File: src/common/sdr_map.svh
// register map, field positions, reset values and timing counts of the shadow/dram config bank
// Functional notes
// - rom routing bit steers d/e area shadow reads and writes
// - d and e area shadow enables, reset off
// - d and e area write protects, reset off
// - hidden refresh enable is active low, reset off
// - slow refresh runs at quarter rate
// - eight 16 kb d/e segment enables
// - decode bank 0 and 1 population
// - decode bank 2 and 3 population
// - fast decode removes one wait state
// - cache enable forces fast decode off
// - read wait is two plus field, field zero held at slowest
// - write wait is two plus the upper two field bits, odd codes held at slowest
// - expansion bus clock divider select
// - strap pin loads divider select bit zero
// - copy enable steers c area traffic
// - c area write protect bit
// - c area whole shadow enable, active low
// - four 16 kb c segment enables
// - index port then data port, index consumed
`ifndef SDR_MAP_SVH
`define SDR_MAP_SVH
// io ports of the index/data pair
`define SDR_PORT_INDEX 16'h0022
`define SDR_PORT_DATA 16'h0024
// register indexes
`define SDR_IDX_AREA 8'h22
`define SDR_IDX_SEG 8'h23
`define SDR_IDX_BANK 8'h24
`define SDR_IDX_WAIT 8'h25
`define SDR_IDX_CAREA 8'h26
// reset values (bit 0 of the wait register is replaced by the strap)
`define SDR_RST_AREA 8'h84
`define SDR_RST_SEG 8'h00
`define SDR_RST_BANK 8'h87
`define SDR_RST_WAIT 8'hf0
`define SDR_RST_CAREA 8'h00
// writable bits; unused bits stay zero
`define SDR_WMASK_AREA 8'hfd
`define SDR_WMASK_WAIT 8'hfb
`define SDR_WMASK_CAREA 8'h7f
// field positions
`define SDR_B_ROM_EN 7
`define SDR_B_D_EN 6
`define SDR_B_E_EN 5
`define SDR_B_D_WP 4
`define SDR_B_E_WP 3
`define SDR_B_HIDDEN_N 2
`define SDR_B_SLOW 0
`define SDR_B_CLASS 7
`define SDR_B_FAST 3
`define SDR_B_COPY 6
`define SDR_B_C_WP 5
`define SDR_B_C_OFF_N 4
// wait state bases
`define SDR_RD_WAIT_BASE 3'h3
`define SDR_WR_WAIT_BASE 3'h2
// expansion bus clock divisors
`define SDR_DIV_SEL0 3'h6
`define SDR_DIV_SEL1 3'h4
`define SDR_DIV_SEL2 3'h3
`define SDR_DIV_SEL3 3'h5
// refresh interval
`define SDR_REFRESH_NS 15600
`define SDR_CLK_NS 5
`define SDR_REFRESH_CYC (`SDR_REFRESH_NS / `SDR_CLK_NS)
`define SDR_SLOW_FACTOR 4
`endif

File: src/common/sdr_pkg.sv
// shared types of the shadow/dram config bank
package sdr_pkg;
  // population of one dram bank
  typedef enum logic [1:0] {SDR_KIND_NONE, SDR_KIND_256K, SDR_KIND_1M, SDR_KIND_4M} sdr_dram_kind_t;
  // index port state
  typedef enum logic {SDR_IDX_IDLE, SDR_IDX_ARMED} sdr_idx_state_t;
endpackage : sdr_pkg

File: src/sdr_config_regs.sv
// shadow ram, refresh and dram configuration register bank
`timescale 1ns/10ps
`include "sdr_map.svh"
module sdr_config_regs #(
  parameter int REFRESH_CYCLES = `SDR_REFRESH_CYC // normal refresh interval in clocks
) (
  input wire logic REF_CLK, // system clock, 200 mhz
  input wire logic ARST_N, // async reset, low
  input wire logic [15:0] IO_ADDR, // io port address
  input wire logic IO_WR, // io write strobe, one cycle
  input wire logic IO_RD, // io read strobe, one cycle
  input wire logic [7:0] XD_IN, // peripheral data bus in
  output logic [7:0] XD_OUT, // peripheral data bus out
  output logic XD_OE, // high while driving the data bus
  input wire logic CACHE_EN, // cache enable bit from control register 2
  input wire logic BUS_CLOCK_DIVIDER_STRAP, // strap for divider select bit 0
  input wire logic MEM_REQ, // memory access request, one cycle
  input wire logic MEM_WR, // request is a write
  input wire logic [19:0] MEM_ADDR, // request address
  output logic ROUTE_VALID, // routing answer, one cycle
  output logic SHADOW_HIT, // address lies in c0000h-effffh
  output logic ROUTE_DRAM, // access goes to shadow dram
  output logic ROUTE_BUS, // access goes to rom / expansion bus
  output logic WRITE_DROP, // write is discarded
  output logic REFRESH_REQ, // refresh request, one cycle
  output logic HIDDEN_REFRESH_EN, // refresh without holding cpu
  output logic [2:0] READ_WAIT, // dram read wait states
  output logic [2:0] WRITE_WAIT, // dram write wait states
  output logic FAST_DECODE_ACTIVE, // fast decode in effect
  output sdr_pkg::sdr_dram_kind_t BANK0_KIND, // bank 0 population
  output sdr_pkg::sdr_dram_kind_t BANK1_KIND, // bank 1 population
  output sdr_pkg::sdr_dram_kind_t BANK2_KIND, // bank 2 population
  output sdr_pkg::sdr_dram_kind_t BANK3_KIND, // bank 3 population
  output logic EXPANSION_BUS_CLK_TICK // expansion bus clock enable
);
  import sdr_pkg::*;

  // elaboration check: slow interval must fit the 16-bit counter
  if (REFRESH_CYCLES < 1 || REFRESH_CYCLES * `SDR_SLOW_FACTOR > 65535) begin : g_chk
    $error("REFRESH_CYCLES out of range");
  end

  ////////////////////////////////////////////////////////////////////////////
  // storage
  logic [7:0] reg_area; // area control
  logic [7:0] reg_seg; // d/e segment enables
  logic [7:0] reg_bank; // bank types and fast decode
  logic [7:0] reg_wait; // wait states and bus clock
  logic [7:0] reg_carea; // c area control
  sdr_idx_state_t idx_state; // index armed or not
  logic [7:0] idx; // latched index
  logic strap_taken; // strap sampled once after reset
  logic idx_wr; // index port write
  logic data_wr; // armed data write
  logic data_rd; // armed data read
  logic fast_eff; // fast decode after cache gating
  logic [3:0] pair_lo; // bank 0/1 decode
  logic [3:0] pair_hi; // bank 2/3 decode
  logic [7:0] rd_val; // read mux
  logic slow_q; // slow bit, for restart on change
  logic [15:0] ref_cnt; // refresh interval counter
  logic [15:0] ref_limit; // current interval

  // register index owned by this bank
  function automatic logic mine_f(input logic [7:0] i);
    mine_f = (i >= `SDR_IDX_AREA) && (i <= `SDR_IDX_CAREA);
  endfunction : mine_f

  // read wait: base plus field less one, less fast decode
  function automatic logic [2:0] rd_wait_f(input logic [1:0] code, input logic fast);
    logic [2:0] add;
    add = (code == 2'h0) ? 3'h2 : {1'b0, code - 2'h1}; // unused code held at slowest
    rd_wait_f = `SDR_RD_WAIT_BASE + add - {2'h0, fast};
  endfunction : rd_wait_f

  // write wait: base plus upper two field bits, less fast decode
  function automatic logic [2:0] wr_wait_f(input logic [2:0] code, input logic fast);
    logic [2:0] add;
    add = code[0] ? 3'h3 : {1'b0, code[2:1]}; // odd codes unused, held at slowest
    wr_wait_f = `SDR_WR_WAIT_BASE + add - {2'h0, fast};
  endfunction : wr_wait_f

  // bank pair decode from class bit and 3-bit field
  function automatic logic [3:0] bank_f(input logic [3:0] code, input logic upper);
    logic [3:0] pair;
    case (code)
      4'h0: pair = {SDR_KIND_256K, SDR_KIND_NONE};
      4'h1: pair = {SDR_KIND_256K, SDR_KIND_256K};
      4'h2: pair = {SDR_KIND_1M, SDR_KIND_256K};
      4'h8: pair = {SDR_KIND_1M, SDR_KIND_NONE};
      4'h9: pair = {SDR_KIND_1M, SDR_KIND_1M};
      4'ha: pair = {SDR_KIND_1M, SDR_KIND_4M};
      4'hb: pair = {SDR_KIND_4M, SDR_KIND_1M};
      4'hc: pair = {SDR_KIND_4M, SDR_KIND_NONE};
      4'hd: pair = {SDR_KIND_4M, SDR_KIND_4M};
      default: pair = {SDR_KIND_NONE, SDR_KIND_NONE};
    endcase
    // upper banks need the large class and have no 1M/4M pair (code a); the 4M/1M pair is kept
    if (upper && (!code[3] || code == 4'ha)) begin
      pair = {SDR_KIND_NONE, SDR_KIND_NONE};
    end
    bank_f = pair;
  endfunction : bank_f

  ////////////////////////////////////////////////////////////////////////////
  // port decode
  assign idx_wr = IO_WR && (IO_ADDR == `SDR_PORT_INDEX);
  assign data_wr = IO_WR && (IO_ADDR == `SDR_PORT_DATA) && (idx_state == SDR_IDX_ARMED);
  assign data_rd = IO_RD && (IO_ADDR == `SDR_PORT_DATA) && (idx_state == SDR_IDX_ARMED);

  // index state: every data access consumes the index
  always_ff @(posedge REF_CLK or negedge ARST_N) begin
    if (!ARST_N) begin
      idx_state <= SDR_IDX_IDLE;
      idx <= 8'h00;
    end else begin
      case (idx_state)
        SDR_IDX_IDLE: begin
          if (idx_wr) begin
            idx <= XD_IN;
            idx_state <= SDR_IDX_ARMED;
          end
        end
        SDR_IDX_ARMED: begin
          if (idx_wr) begin
            idx <= XD_IN; // rewrite keeps it armed
          end else if (data_wr || data_rd) begin
            idx_state <= SDR_IDX_IDLE;
          end
        end
        default: idx_state <= SDR_IDX_IDLE;
      endcase
    end
  end

  ////////////////////////////////////////////////////////////////////////////
  // register writes; strap is caught on the first edge after release
  always_ff @(posedge REF_CLK or negedge ARST_N) begin
    if (!ARST_N) begin
      reg_area <= `SDR_RST_AREA;
      reg_seg <= `SDR_RST_SEG;
      reg_bank <= `SDR_RST_BANK;
      reg_wait <= `SDR_RST_WAIT;
      reg_carea <= `SDR_RST_CAREA;
      strap_taken <= 1'b0;
    end else if (!strap_taken) begin
      strap_taken <= 1'b1;
      reg_wait[0] <= BUS_CLOCK_DIVIDER_STRAP;
    end else if (data_wr) begin
      case (idx)
        `SDR_IDX_AREA: reg_area <= XD_IN & `SDR_WMASK_AREA;
        `SDR_IDX_SEG: reg_seg <= XD_IN;
        `SDR_IDX_BANK: reg_bank <= XD_IN;
        `SDR_IDX_WAIT: reg_wait <= XD_IN & `SDR_WMASK_WAIT;
        `SDR_IDX_CAREA: reg_carea <= XD_IN & `SDR_WMASK_CAREA;
        default: ; // index of another block: ignored
      endcase
    end
  end

  // read mux
  always_comb begin
    case (idx)
      `SDR_IDX_AREA: rd_val = reg_area;
      `SDR_IDX_SEG: rd_val = reg_seg;
      `SDR_IDX_BANK: rd_val = reg_bank;
      `SDR_IDX_WAIT: rd_val = reg_wait;
      `SDR_IDX_CAREA: rd_val = reg_carea;
      default: rd_val = 8'h00;
    endcase
  end

  // read answer: drive only for our own indexes, so other banks can share the bus
  always_ff @(posedge REF_CLK or negedge ARST_N) begin
    if (!ARST_N) begin
      XD_OUT <= 8'h00;
      XD_OE <= 1'b0;
    end else begin
      XD_OE <= data_rd && mine_f(idx);
      XD_OUT <= (data_rd && mine_f(idx)) ? rd_val : 8'h00;
    end
  end

  ////////////////////////////////////////////////////////////////////////////
  // shadow routing of one memory request, answered one cycle later
  logic in_c; // request in the c area
  logic in_d; // request in the d area
  logic in_e; // request in the e area
  logic c_on; // c segment shadowed
  logic de_on; // d/e segment shadowed
  logic de_wp; // d/e area write protected
  assign in_c = MEM_ADDR[19:16] == 4'hc;
  assign in_d = MEM_ADDR[19:16] == 4'hd;
  assign in_e = MEM_ADDR[19:16] == 4'he;
  // whole c area enable is active low, then per segment
  assign c_on = !reg_carea[`SDR_B_C_OFF_N] && reg_carea[MEM_ADDR[15:14]];
  // area enable and 16 kb segment enable must both be set
  assign de_on = in_d ? reg_area[`SDR_B_D_EN] && reg_seg[{1'b0, MEM_ADDR[15:14]}]
                      : reg_area[`SDR_B_E_EN] && reg_seg[{1'b1, MEM_ADDR[15:14]}];
  assign de_wp = in_d ? reg_area[`SDR_B_D_WP] : reg_area[`SDR_B_E_WP];
  always_ff @(posedge REF_CLK or negedge ARST_N) begin
    if (!ARST_N) begin
      ROUTE_VALID <= 1'b0;
      SHADOW_HIT <= 1'b0;
      ROUTE_DRAM <= 1'b0;
      ROUTE_BUS <= 1'b0;
      WRITE_DROP <= 1'b0;
    end else begin
      ROUTE_VALID <= MEM_REQ;
      SHADOW_HIT <= MEM_REQ && (in_c || in_d || in_e);
      ROUTE_DRAM <= 1'b0;
      ROUTE_BUS <= 1'b0;
      WRITE_DROP <= 1'b0;
      if (MEM_REQ && in_c) begin
        if (c_on && reg_carea[`SDR_B_COPY] && MEM_WR) begin
          ROUTE_DRAM <= !reg_carea[`SDR_B_C_WP];
          WRITE_DROP <= reg_carea[`SDR_B_C_WP];
        end else begin
          ROUTE_BUS <= 1'b1;
        end
      end else if (MEM_REQ && (in_d || in_e)) begin
        if (!de_on) begin
          ROUTE_BUS <= 1'b1;
        end else if (reg_area[`SDR_B_ROM_EN]) begin
          ROUTE_BUS <= !MEM_WR;
          ROUTE_DRAM <= MEM_WR && !de_wp;
          WRITE_DROP <= MEM_WR && de_wp;
        end else begin
          // ram mode: dram is read and write-protected
          ROUTE_DRAM <= !MEM_WR;
          WRITE_DROP <= MEM_WR;
        end
      end
    end
  end

  ////////////////////////////////////////////////////////////////////////////
  // refresh timer; a change of rate restarts the interval
  assign ref_limit = reg_area[`SDR_B_SLOW] ? 16'(REFRESH_CYCLES * `SDR_SLOW_FACTOR)
                                            : 16'(REFRESH_CYCLES);
  always_ff @(posedge REF_CLK or negedge ARST_N) begin
    if (!ARST_N) begin
      ref_cnt <= 16'h0000;
      slow_q <= 1'b0;
      REFRESH_REQ <= 1'b0;
      HIDDEN_REFRESH_EN <= 1'b0;
    end else begin
      slow_q <= reg_area[`SDR_B_SLOW];
      HIDDEN_REFRESH_EN <= !reg_area[`SDR_B_HIDDEN_N];
      if (slow_q != reg_area[`SDR_B_SLOW] || ref_cnt == ref_limit - 16'h0001) begin
        ref_cnt <= 16'h0000;
        REFRESH_REQ <= slow_q == reg_area[`SDR_B_SLOW];
      end else begin
        ref_cnt <= ref_cnt + 16'h0001;
        REFRESH_REQ <= 1'b0;
      end
    end
  end

  ////////////////////////////////////////////////////////////////////////////
  // dram timing and bank decode outputs
  assign fast_eff = reg_bank[`SDR_B_FAST] && !CACHE_EN;
  assign pair_lo = bank_f({reg_bank[`SDR_B_CLASS], reg_bank[6:4]}, 1'b0);
  assign pair_hi = bank_f({reg_bank[`SDR_B_CLASS], reg_bank[2:0]}, 1'b1);
  always_ff @(posedge REF_CLK or negedge ARST_N) begin
    if (!ARST_N) begin
      READ_WAIT <= 3'h0;
      WRITE_WAIT <= 3'h0;
      FAST_DECODE_ACTIVE <= 1'b0;
      BANK0_KIND <= SDR_KIND_NONE;
      BANK1_KIND <= SDR_KIND_NONE;
      BANK2_KIND <= SDR_KIND_NONE;
      BANK3_KIND <= SDR_KIND_NONE;
    end else begin
      READ_WAIT <= rd_wait_f(reg_wait[7:6], fast_eff);
      WRITE_WAIT <= wr_wait_f(reg_wait[5:3], fast_eff);
      FAST_DECODE_ACTIVE <= fast_eff;
      BANK0_KIND <= sdr_dram_kind_t'(pair_lo[3:2]);
      BANK1_KIND <= sdr_dram_kind_t'(pair_lo[1:0]);
      BANK2_KIND <= sdr_dram_kind_t'(pair_hi[3:2]);
      BANK3_KIND <= sdr_dram_kind_t'(pair_hi[1:0]);
    end
  end

  // expansion bus clock enable from the select field
  sdr_bus_clk_div u_div (
    .clk(REF_CLK),
    .rst_n(ARST_N),
    .sel(reg_wait[1:0]),
    .tick(EXPANSION_BUS_CLK_TICK)
  );

  // helper: cycles since last refresh pulse or rate change
  logic [15:0] gap;
  always_ff @(posedge REF_CLK or negedge ARST_N) begin
    if (!ARST_N) begin
      gap <= 16'h0000;
    end else if (slow_q != reg_area[`SDR_B_SLOW]) begin
      gap <= 16'h0000; // a restart clears the counter, one step behind a pulse
    end else if (REFRESH_REQ) begin
      gap <= 16'h0001;
    end else begin
      gap <= gap + 16'h0001;
    end
  end
endmodule : sdr_config_regs

File: src/sdr_bus_clk_div.sv
// expansion bus clock enable divider
`timescale 1ns/10ps
`include "sdr_map.svh"
module sdr_bus_clk_div (
  input wire logic clk, // system clock
  input wire logic rst_n, // async reset, low
  input wire logic [1:0] sel, // divider select field
  output logic tick // one-cycle enable at divided rate
);
  logic [2:0] cnt; // cycle counter within period
  logic [1:0] sel_q; // last select, to restart on change

  // divisor per select code
  function automatic logic [2:0] div_f(input logic [1:0] s);
    case (s)
      2'h0: div_f = `SDR_DIV_SEL0;
      2'h1: div_f = `SDR_DIV_SEL1;
      2'h2: div_f = `SDR_DIV_SEL2;
      default: div_f = `SDR_DIV_SEL3;
    endcase
  endfunction : div_f

  ////////////////////////////////////////////////////////////////////////////
  // counter restarts on a new select so no short period slips out
  always_ff @(posedge clk or negedge rst_n) begin
    if (!rst_n) begin
      cnt <= 3'h0;
      sel_q <= 2'h0;
      tick <= 1'b0;
    end else begin
      sel_q <= sel;
      if (sel != sel_q) begin
        cnt <= 3'h0;
        tick <= 1'b0;
      end else if (cnt == div_f(sel) - 3'h1) begin
        cnt <= 3'h0;
        tick <= 1'b1;
      end else begin
        cnt <= cnt + 3'h1;
        tick <= 1'b0;
      end
    end
  end
endmodule : sdr_bus_clk_div

File: config.mk
export PLATFORM = sky130hd
export DESIGN_NAME = sdr_config_regs
export DESIGN_NICKNAME = d
export VERILOG_FILES = /design/src/common/sdr_pkg.sv /design/src/sdr_config_regs.sv /design/src/sdr_bus_clk_div.sv
export VERILOG_INCLUDE_DIRS = /design/src /design/src/common
export SDC_FILE = /design/constraint.sdc
export NUM_CORES = 1
export LEC_CHECK = 0
export BUFFER_PORTS_ARGS = -buffer_cell sky130_fd_sc_hd__clkbuf_2
export CORE_ASPECT_RATIO = 1.2
export CORE_MARGIN = 10
export CORE_UTILIZATION = 35
export DETAILED_ROUTE_END_ITERATION = 10
export PLACE_DENSITY = 0.57
export SETUP_SLACK_MARGIN = 0.4
export SLEW_MARGIN = 0
export SYNTH_ARGS = -nofsm -noshare
export SYNTH_HDL_FRONTEND = slang
export SYNTH_SLANG_ARGS = --single-unit
File: constraint.sdc
create_clock -name REF_CLK -period 3.99 [get_ports REF_CLK]
set_clock_uncertainty 0.1 [all_clocks]
set_input_delay 0.399 -clock REF_CLK [delete_from_list [all_inputs] [get_ports REF_CLK]]
set_output_delay 0.399 -clock REF_CLK [all_outputs]
set_load 0.02 [all_outputs]
* Yosys cells after proc, flatten, opt, wreduce, memory -nomap -nowiden
Memory sizes are Yosys's and may differ from the RTL's. A register that Yosys moved wholly into a read port is not among the register bits.
Index checks and enable logic that the tools add are counted.
** Word-level totals
- ROM bits :: 128
- Bits of input ports :: 52
- Word-level logic and storage cells :: 150
- RAM bits :: 0
- Bits in latches :: 0
- Memories :: 2
- Register bits :: 97
** Memory list
- (name not given) :: words 16, width 4, rd ports 1, clocked after Yosys merged registers in 0, write ports 0, RTL line sdr_config_regs.sv:86 : case (code)
- (name not given) :: words 16, width 4, rd ports 1, clocked after Yosys merged registers in 1, write ports 0, RTL line sdr_config_regs.sv:86
** Cells by class
- Equality and inequality tests :: 20
- Multiply operators :: 0
- Div/mod/pow operators :: 0
- Bitwise logic cells :: 1
- Shifts and indexed selects :: 0
- Magnitude comparators :: 5
- Mux-type cells :: 45
- Reduce and logical (&&, ||, !) cells :: 40
- Add/sub/neg operators :: 9
** Operators by type and width (number)
- $eq A8 B6 Y1 const B :: 5
- $pmux W8 S5 :: 1
- $eq A16 B6 Y1 const B :: 2
- $mux W1 :: 29
- $logic_and A1 B1 Y1 :: 18
- $add A16 B1 Y16 const B :: 1
- $eq A16 B16 Y1 :: 1
- $eq A4 B4 Y1 const B :: 4
- $mux W16 :: 1
- $mux W8 :: 2
- $reduce_and A3 Y1 :: 5
- $sub A14 B1 Y15 const B :: 1
- $mux W14 :: 1
- $mux W3 :: 3
- $pmux W3 S3 :: 1
- $ge A8 B6 Y1 const B :: 1
- $le A8 B6 Y1 const B :: 1
- $logic_not A1 Y1 :: 8
- $lt A2 B4 Y1 const B :: 2
- $add A2 B2 Y3 const A :: 2
- $bmux W1 S2 :: 3
- $logic_or A1 B1 Y1 :: 6
- $sub A3 B1 Y3 :: 2
- $logic_not A2 Y1 :: 2
- other kinds (16) :: 18

* Longest topological paths before layout
Gate-level depths: netlist of the first run.
- Depth after elaboration :: 8
- Depth in mapped cells :: 7
- Depth with buffers taken out :: 6

* By module
From an unflattened synthesis of the first run, not the netlist that was laid out.
** Unflattened totals
- Cell total of the unflattened synthesis :: 407
- Area total of the unflattened synthesis :: 4839.6 sq um
** By module, submodules not included
- sdr_config_regs :: times used 1, area an instance 4550.6 sq um, cells an instance 384
- sdr_bus_clk_div :: times used 1, area an instance 289.0 sq um, cells an instance 23

* Least setup slack after synthesis of the first run
No wires, ideal clock.
- Path kind :: input port to flip-flop
- Start point :: input IO_ADDR[13]
- End point :: register reg_carea[0]
- Required time :: 3765 ps
- Data arrival time :: 1868 ps
- Path buffers :: 0
- Cell stages on the path :: 4
- Path slack :: 1898 ps
- Cells stage by stage :: nor4_2 -> nand4_4 -> nor4_4 -> mux2_2
** Between the ends
- Cells in the longest elaborated chain, start to end :: 4
** Ends and longest elaborated chain
- start, declared :: RTL line sdr_config_regs.sv:9 : input wire logic [15:0] IO_ADDR,
- $eq A16 B6 Y1 (no source line)
- $logic_and A1 B1 Y1 (2 in series) :: RTL line sdr_config_regs.sv:108 : assign data_wr = IO_WR && (IO_ADDR == `SDR_PORT_DATA) && (idx_state == SDR_IDX_ARMED);
- $reduce_and A3 Y1 (no source line)
- end signal, assigned :: RTL line sdr_config_regs.sv:144 : reg_carea <= `SDR_RST_CAREA;
- end signal, assigned :: RTL line sdr_config_regs.sv:155 : `SDR_IDX_CAREA: reg_carea <= XD_IN & `SDR_WMASK_CAREA;
- end, declared :: RTL line sdr_config_regs.sv:49 : logic [7:0] reg_carea;
No other way between the ends.
A chain may end at the register's enable or synchronous reset.

* Worst setup path after layout of the first run
- Start point :: register idx[0]
- End point :: register reg_seg[2]
** Between the ends
- Cells in the longest elaborated chain, start to end :: 2
** Ends and longest elaborated chain
- start, declared :: RTL line sdr_config_regs.sv:51 : logic [7:0] idx;
- start signal, assigned :: RTL line sdr_config_regs.sv:115 : idx <= 8'h00;
- start signal, assigned :: RTL line sdr_config_regs.sv:120 : idx <= XD_IN;
- start signal, assigned :: RTL line sdr_config_regs.sv:126 : idx <= XD_IN;
- $eq A8 B6 Y1 :: RTL line sdr_config_regs.sv:150 : case (idx)
- $reduce_and A3 Y1 (no source line)
- end signal, assigned :: RTL line sdr_config_regs.sv:141 : reg_seg <= `SDR_RST_SEG;
- end, declared :: RTL line sdr_config_regs.sv:46 : logic [7:0] reg_seg;
No other way between the ends.

==> results of run 1 <==
==> sequential cells by signal (all words and copies together) (netlist names), 2 cells and up <==
signal	flops
ref_cnt	16
XD_OUT	8
idx	8
reg_bank	8
reg_seg	8
reg_area	7
reg_carea	7
reg_wait	7
READ_WAIT	3
WRITE_WAIT	3
u_div.cnt	3
BANK0_KIND	2
BANK1_KIND	2
BANK2_KIND	2
BANK3_KIND	2
u_div.sel_q	2
==> final cells by class <==
class	count	area, um2	share of cell area [%]
clock buffers	10	229	4.02
clock inverters	6	62.6	1.10
inverters	24	90.1	1.58
multi-input cells	276	2180	38.3
flip-flops and latches	101	2540	44.6
well taps	171	214	3.75
repair buffers	73	380	6.67
==> cell usage after synthesis (all sizes together) (3+ instances only) <==
cell     n  area share (%)
dfstp   10             5.4
nand2   27             2.1
or3      3            0.39
mux2    50              12
and3     5            0.64
nor4     6             1.6
o221ai   3            0.54
a22oi    8             1.2
nand3   10             1.0
xor2     6             1.1
and2     3            0.39
inv     24             1.9
a21oi   25             2.6
o22ai    3            0.39
nand4    7             1.3
ha      13             3.4
clkbuf   9            0.72
dfrtp   91              47
a22o     3            0.54
o21ai   11             1.1
nor3     5             1.2
nor2b    7            0.90
nand2b  10             1.3
nor2    17             1.3
nor3b    5             1.0
xnor2    9             1.6
mux2i    9             1.9
==> path summary, 6_finish.rpt <==
check / from / endpoint
hold reg to reg: reg_area[2] / HIDDEN_REFRESH_EN
max in group asynchronous: ARST_N / reg_bank[2]
hold / removal: MEM_REQ / ROUTE_VALID
min in group asynchronous: ARST_N / ref_cnt[2]
setup reg to reg: idx[0] / reg_seg[2]
setup / recovery: idx[0] / reg_seg[2]
==> through the flow <==
stage / cells / instance area [um2] / utilization (%)
6_report: 661 / 5700 / 41.6
3_5_place_dp: 644 / 5400 / 39.4
3_3_place_gp: 644 / 5400 / 39.4
2_1_floorplan: 411 / 4850 / -
4_1_cts: 661 / 5700 / 41.6
5_1_grt: 661 / 5700 / 41.6
==> logic make-up (layout without fill, tap and decap cells) <==
| group | after synthesis | in the layout | synth area share [%] |
|---|---|---|---|
| other cells | 1 | 1 | 0.0773 |
| buf+inv | 34 | 113 | 2.68 |
| mux | 60 | 60 | 13.9 |
| xor+xnor | 15 | 15 | 2.71 |
| compound gates | 71 | 71 | 9.64 |
| simple gates | 116 | 116 | 15.3 |
| fa+ha+maj | 13 | 13 | 3.35 |
| flops | 101 | 101 | 52.3 |
==> layer usage <==
| layer | up-vias | GRT usage (%) |
|---|---|---|
| li1 | 1629 | - |
| met1 | 1691 | 15.9 |
| met5 | - | 0 |
| met3 | 14 | 3.88 |
| met2 | 101 | 19.8 |
| met4 | 0 | 4.39 |
==> power by group through the flow <==
| stage | clock (uW) | sequential, uW | combinational [uW] |
|---|---|---|---|
| after global routing | 938 | 1040 | 110 |
| final | 870 | 1040 | 96.5 |
| after CTS | 898 | 1040 | 99.5 |
| after global placement | 0 | 1060 | 97.0 |
| after floorplan | 0 | 1060 | 33.7 |
| after detailed placement | 0 | 1060 | 98.0 |
==> what timing repair did <==
action / 4_1_cts / 5_1_grt
endpoints found under the setup margin: 0 / 0
hold buffers: 1 / 0
endpoints found under the hold margin: 31 / 0
resized for setup: 0 / 0
==> flow_metrics.tcl, run 1 <==
set metrics [dict create \
    status "completed" \
    antenna_found_initial 0 \
    synth_cells 411 \
    maxCapViolCount 0 \
    min_period_ns 2.70 \
    yosysWarnings 0 \
    vdd_drop_max_v 0.000196 \
    final_common_cell "dfrtp_1" \
    tns_ns 0 \
    synthToLayoutAreaGrowth_pct 17.4 \
    grt.total_usage_pct 12.6 \
    crit_family "simple AND/OR/NAND/NOR gates" \
    cp_cell_sequence "nor4bb_1 -> nand2_1 -> nor3_4 -> mux2_2" \
    fin_crit_sh_pct 67.7 \
    vias 3435 \
    hold_ws_ns 0.0676 \
    path_clk_slew_ns 0.07 \
    p_leak_uw 0.00272 \
    p_total_uw 2010 \
    cp.arrival_ns 2.83 \
    ys_types 61 \
    dp_hpwl_um 8640 \
    setup_slack_ns 1.29 \
    p_clk_share_pct 43.3 \
    ys.flop_type "dfrtp_1" \
    post_drt_wl_per_cell_um 17.4 \
    fp.dieW_um 127 \
    firstDrtPassIters 4 \
    core.rowCount 47 \
    numCtsBuffers 9 \
    clock_sinks 101 \
    post_cts_buffers 0 \
    crit_path_end_kind "flip-flop" \
    r2r_slack_ns 1.29 \
    drt_iter0_markers 279 \
    setup_violations 0 \
    drt-met1-wl_um 5010 \
    cts_tree "yes" \
    worstMarginPinSlew_ns 1.25 \
    clkLatencyLatePin_ns 0.35 \
    p_int_uw 1560 \
    power.switching_uw 452 \
    cp_slowest_stage_delay_ns 0.83 \
    wl_um 11500 \
    rsz0062_at_grt "false" \
    crit_path_top_delay_cell "nor4bb_1" \
    finalHoldViolCount 0 \
    drtAntennaViolNets 0 \
    synth_edf_count 0 \
    hold_path.class "input pin to flip-flop" \
    ys_seq_area_share_pct 52.3 \
    cts_buffer_depth 2 \
    start_util_pct 35.4 \
    routed.top_layer "met4" \
    max_freq_mhz 370 \
    vias_per_cell 5.20 \
    critPathLaunchType "flip-flop" \
    grt_max_degree 43 \
    core_um2 13700 \
    slew_viol_final 0 \
    power_density_nw_per_um2 352 \
    p_seq_share_pct 51.9 \
    worstHoldPathCells 1 \
    htreeDepth 3 \
    syn_area_per_cell_um2 11.8 \
    dieArea_um2 19000 \
    grt_pass1_wl_um 19000 \
    critical_path_required_ns 4.12 \
    drive_above_1_share_pct 33.5 \
    grt-ovfl-total 0 \
    cts_root_buf "clkbuf_16" \
    crit_buf_inv 0 \
    ios 84 \
    syn_area_um2 4850 \
    swShare_pct 22.5 \
    io_buffers 69 \
    final_nets 550 \
    met3_length_um 782 \
    crit_fanout 17 \
    max-slew-margin-rel_pct 16.5 \
    layout_common_cells "dfrtp_1 (91), clkbuf_2 (68), mux2_2 (50)" \
    drc 0 \
    synth-seq-cells 101 \
    synthArstFlopShare_pct 100 \
    p_comb_share_pct 4.8 \
    grt_pass1_vias 3578 \
    synth_nets 476 \
    worst-path-stages 4 \
    crit_type "flip-flop to flip-flop" \
    die_y_um 149 \
    routabilityCongestion 0.818 \
    place_ws_ns 1.27 \
    wl_met2_um 5540 \
    antenna_cells 0 \
    r2r_cells 4 \
    fillers 1315 \
]
Note: power is estimated with default switching activity, not from simulation.
==> run 2, diff against run 1 <==
- clock period: 3.99 -> 2.54 ns (I/O delays scaled with it)
==> run 2 against run 1 <==
Sequential cell count did not move. First-iteration DRC count fell by 18%. Largest cell class unchanged. Largest power group unchanged. Combinational power rose by 61%. Critical path depth rose by 1. Global-route usage rose by 0.27 points. Setup slack got worse by 0.79 ns. Critical endpoint is now reg_wait[3].
==> flow_metrics.tcl, run 2 (synthesis gave the netlist of run 1 again) <==
set metrics [dict create \
    cts_buffer_depth 2 \
    drt_iter0_markers 229 \
    cp.arrival_ns 2.18 \
    critPathLaunchType "flip-flop" \
    placed_cell_area_um2 5510 \
    antenna_found_initial 0 \
    routabilityCongestion 0.832 \
    wl_um 11700 \
    drive_above_1_share_pct 36.7 \
    status "completed" \
    final_common_cell "dfrtp_1" \
    synthToLayoutAreaGrowth_pct 21.9 \
    io_buffers 69 \
    drc 0 \
    setup_violations 0 \
    cp_slowest_stage_delay_ns 0.39 \
    clkLatencyLatePin_ns 0.35 \
    crit_buf_inv 1 \
    post_drt_wl_per_cell_um 17.3 \
    grt_pass1_vias 3645 \
    slew_viol_final 0 \
    cts_tree "yes" \
    min_period_ns 2.04 \
    rsz0062_at_grt "true" \
    design_area_um2 5910 \
    fin_crit_sh_pct 80.5 \
    hold_path.class "input pin to flip-flop" \
    numCtsBuffers 9 \
    dp.cells 657 \
    die_y_um 149 \
    max-slew-margin-rel_pct 59.9 \
    firstDrtPassIters 4 \
    start_util_pct 35.4 \
    drtAntennaViolNets 0 \
    stdcell_count 678 \
    worstMarginPinSlew_ns 0.602 \
    grt-ovfl-total 0 \
    core.rowCount 47 \
    dp_hpwl_um 8860 \
    final_nets 567 \
    crit_path_end_kind "flip-flop" \
    crit_type "flip-flop to flip-flop" \
    fp.dieW_um 127 \
    ios 84 \
    crit_fanout 5 \
    grt.total_usage_pct 12.8 \
    antenna_cells 0 \
    max_freq_mhz 489 \
    path_clk_slew_ns 0.07 \
    crit_family "simple AND/OR/NAND/NOR gates" \
    clock_sinks 101 \
    tns_ns 0 \
    crit_path_top_delay_cell "dfrtp_1" \
    layout_common_cells "dfrtp_1 (90), clkbuf_2 (68), mux2_2 (50)" \
    vias_per_cell 5.16 \
    grt_pass1_wl_um 19300 \
    vdd_drop_max_v 0.000375 \
    dieArea_um2 19000 \
    vias 3498 \
    largest_register_ff_count 16 \
    cp_cell_sequence "nor3b_1 -> nand3_1 -> nor4_4 -> buf_4 -> mux2_2" \
    p_leak_uw 0.00284 \
    core_um2 13700 \
    htreeDepth 3 \
    maxCapViolCount 0 \
    largest_register "ref_cnt" \
    power_density_nw_per_um2 549 \
    critical_path_required_ns 2.68 \
    grt_max_degree 58 \
    cts_root_buf "clkbuf_16" \
    finalHoldViolCount 0 \
]
run 2: cell types whose count changed in the layout (fill, tap and decap cells not counted), sizes merged:
cell and delta:
inv +1, clkinv -3, dlygate4sd3 +1, clkbuf +2
buf +16
run 2: path summary, 6_finish.rpt:
path | endpoint | cells after the start | slack, ns | startpoint
setup / recovery | reg_wait[3] | 5 | 0.50 | idx[4]
hold / removal | reg_wait[0] | 2 | 0.03 | BUS_CLOCK_DIVIDER_STRAP
setup reg to reg | reg_wait[3] | 5 | 0.50 | idx[4]
hold reg to reg | slow_q | 0 | 0.34 | reg_area[0]
max in group asynchronous | reg_bank[7] | 3 | 1.22 | ARST_N
min in group asynchronous | ROUTE_VALID | 2 | 0.35 | ARST_N
run 2: where the power goes:
group          switching (uW)  total (uW)  internal (uW)
registers                14.2        1640           1620
clock network             604        1450            850
logic                    95.3         155           59.3
run 2: final cells by class:
| cell class | count | area [um2] |
|---|---|---|
| Multi-Input combinational cell | 276 | 2200 |
| Clock inverter | 4 | 52.6 |
| Fill cell | 1303 | 7790 |
| Tap cell | 171 | 214 |
| Inverter | 24 | 90.1 |
| Clock buffer | 12 | 267 |
| Sequential cell | 101 | 2540 |
| Timing Repair Buffer | 90 | 548 |
run 2: per-stage QoR:
stage / hold slack [ns] / utilization, % / power (uW) / worst slack, ns
floorplan: -0.142 / - / 1720 / 0.567
global placement: 0.196 / 40.2 / 1820 / 0.345
detailed placement: 0.202 / 40.2 / 1820 / 0.301
CTS: 0.0225 / 42.9 / 3300 / 0.427
global route: 0.0243 / 43.2 / 3380 / 0.392
finish: 0.0336 / 43.2 / 3250 / 0.496
run 2: worst reg2reg max path, delay by kind of cell (launching register included):
kind	cells	cell delay, ns
and+or+nand+nor	3	0.91
muxes	1	0.33
DFF	1	0.39
buffers and inverters	1	0.20
run 2: per-layer routing:
layer,track usage (%),up-vias,wire length (um)
met5,0,-,0
met4,5.70,0,148
met3,3.66,9,675
met2,21.0,88,5830
met1,15.4,1741,5060
li1,-,1660,-
run 2: repair_timing:
item | CTS | global route
hold buffers | 2 | 0
setup endpoints to repair | 12 | 38
resized for setup | 1 | 4
hold endpoints to repair | 40 | 0
buffers inserted | 1 | 2
pin swaps | 2 | 1
==> run 3, diff against run 2 <==
- clock period: 2.54 -> 2.1 ns (I/O delays scaled with it)
==> run 3 against run 2 <==
Total power grew 26%. Worst hold slack better by 0.015 ns. Register-to-register slack got worse by 0.24 ns. Sequential power is 21% higher.
==> flow_metrics.tcl, run 3 (synthesis gave the netlist of run 1 again) <==
set metrics [dict create \
    final_nets 601 \
    worstReg2RegEnd "reg_seg[0]" \
    r2r_slack_ns 0.26 \
    wl_um 12500 \
    final_common_cell "dfrtp_1" \
    drtAntennaViolNets 0 \
    largest_register_ff_count 16 \
    dieArea_um2 19000 \
    io_buffers 69 \
    grt_pass1_wl_um 20700 \
    r2r_start "idx[3]" \
    start_util_pct 35.4 \
    post_drt_wl_per_cell_um 17.5 \
    power.switching_uw 879 \
    status "completed" \
    p_comb_share_pct 5.1 \
    seq_area_um2 2550 \
    tns_ns 0 \
    vias_per_cell 5.10 \
    vias 3632 \
    p_clk_share_pct 46.6 \
    hold_start "IO_ADDR[1]" \
    p_int_uw 3220 \
    design_area_um2 6600 \
    cp.arrival_ns 1.96 \
    slew_viol_final 0 \
    fillers 1227 \
    cts_tree "yes" \
    max_freq_mhz 544 \
    crit_type "flip-flop to flip-flop" \
    firstDrtPassIters 4 \
    min_period_ns 1.84 \
    clkLatencyLatePin_ns 0.35 \
    antenna_cells 0 \
    grt_max_degree 40 \
    dp_hpwl_um 9020 \
    critPathLaunchType "flip-flop" \
    p_leak_uw 0.00306 \
    crit_path_top_delay_cell "dfrtp_2" \
    crit_fanout 8 \
    cp_slowest_stage_delay_ns 0.47 \
    cp_cell_sequence "nor4bb_4 -> nand2_1 -> nor3_4 -> buf_12 -> mux2_4" \
    crit_path_start "idx[3]" \
    htreeDepth 3 \
    maxCapViolCount 0 \
    routabilityCongestion 0.813 \
    hold_path.class "input pin to flip-flop" \
    drive_above_1_share_pct 45.1 \
    core_um2 13700 \
    numCtsBuffers 9 \
    critical_path_required_ns 2.23 \
    largest_register "ref_cnt" \
    swShare_pct 21.4 \
    r2r_cells 5 \
    grt-ovfl-total 0 \
    cts_buffer_depth 2 \
    core.rowCount 47 \
    power_density_nw_per_um2 621 \
    ios 84 \
    antenna_found_initial 0 \
    crit_end "reg_seg[0]" \
    grt.total_usage_pct 13.5 \
    path_clk_slew_ns 0.07 \
    clock_sinks 101 \
    multiInputGateArea_um2 2550 \
    finish.utilization_pct 48.2 \
    layout_common_cells "dfrtp_1 (86), clkbuf_2 (68), buf_4 (37)" \
    drc 0 \
    die_y_um 149 \
    setup_violations 0 \
    synthToLayoutAreaGrowth_pct 36.0 \
    finalHoldViolCount 0 \
    drt_iter0_markers 200 \
    grt_pass1_vias 3947 \
    p_total_uw 4100 \
    vdd_drop_max_v 0.000466 \
    fp.dieW_um 127 \
    p_seq_share_pct 48.4 \
    crit_path_end_kind "flip-flop" \
    fin_crit_sh_pct 87.6 \
    placed_cell_area_um2 5700 \
    rsz0062_at_grt "true" \
    cts_root_buf "clkbuf_16" \
]
## run 3: cell count changes in the layout (fill, tap and decap cells not counted), moves of 4 or more
cell / previous run / this run
a21oi_1: 25 / 19
buf_4: 17 / 37
buf_6: 0 / 10
dfrtp_1: 90 / 86
dfrtp_2: 1 / 5
mux2_2: 50 / 15
mux2_4: 0 / 35
## run 3: worst min-delay path by stage
stage / end / cells past startpoint / slack [ns]
2_1_floorplan: BANK0_KIND[0] / 0 / -0.19
3_3_place_gp: BANK1_KIND[1] / 1 / 0.08
3_5_place_dp: BANK1_KIND[1] / 1 / 0.08
4_1_cts: idx_state / 2 / 0.04
5_1_grt: idx_state / 2 / 0.05
6_report: idx_state / 2 / 0.05
## run 3: critical path, delay by kind of cell, from the launching register on
kind | cells | cell delay, ns
muxes | 1 | 0.30
buffers and inverters | 1 | 0.16
and+or+nand+nor | 3 | 0.69
DFF | 1 | 0.47
## run 3: area by class of cell
type	count	share of cell area, %
Clock inverter	5	1.61
Multi-Input combinational cell	276	38.6
Tap cell	171	3.24
Sequential cell	101	38.6
Inverter	24	1.37
Timing Repair Buffer	124	13.0
Clock buffer	11	3.53
## run 3: metal layers
metal / routed length (um) / track usage [%]
met1: 5340 / 16.3
met2: 6430 / 23.3
met3: 560 / 3.09
met4: 146 / 4.39
met5: 0 / 0
## run 3: through the flow
step	worst slack, ns	std cells	hold slack (ns)
3_5_place_dp	0.0190	661	0.0788
6_report	0.261	712	0.0485
5_1_grt	0.197	712	0.0511
2_1_floorplan	0.243	411	-0.186
3_3_place_gp	0.0818	661	0.0788
4_1_cts	0.239	699	0.0408
## run 3: repair_timing
action                                  in CTS  in global routing
setup buffers                               16                 13
gates cloned                                 1                  0
endpoints found under the hold margin       32                  0
endpoints found under the setup margin      56                 63
resized for setup                           52                 19
pin swaps                                   15                 13
hold buffers                                 5                  0
## run 3: power by group through the flow
| stage | clock [uW] | combinational, uW | sequential (uW) |
|---|---|---|---|
| floorplan | 0 | 67.5 | 2020 |
| global placement | 0 | 196 | 2020 |
| detailed placement | 0 | 202 | 2020 |
| CTS | 1940 | 212 | 1980 |
| global route | 2020 | 234 | 1980 |
| finish | 1910 | 207 | 1980 |
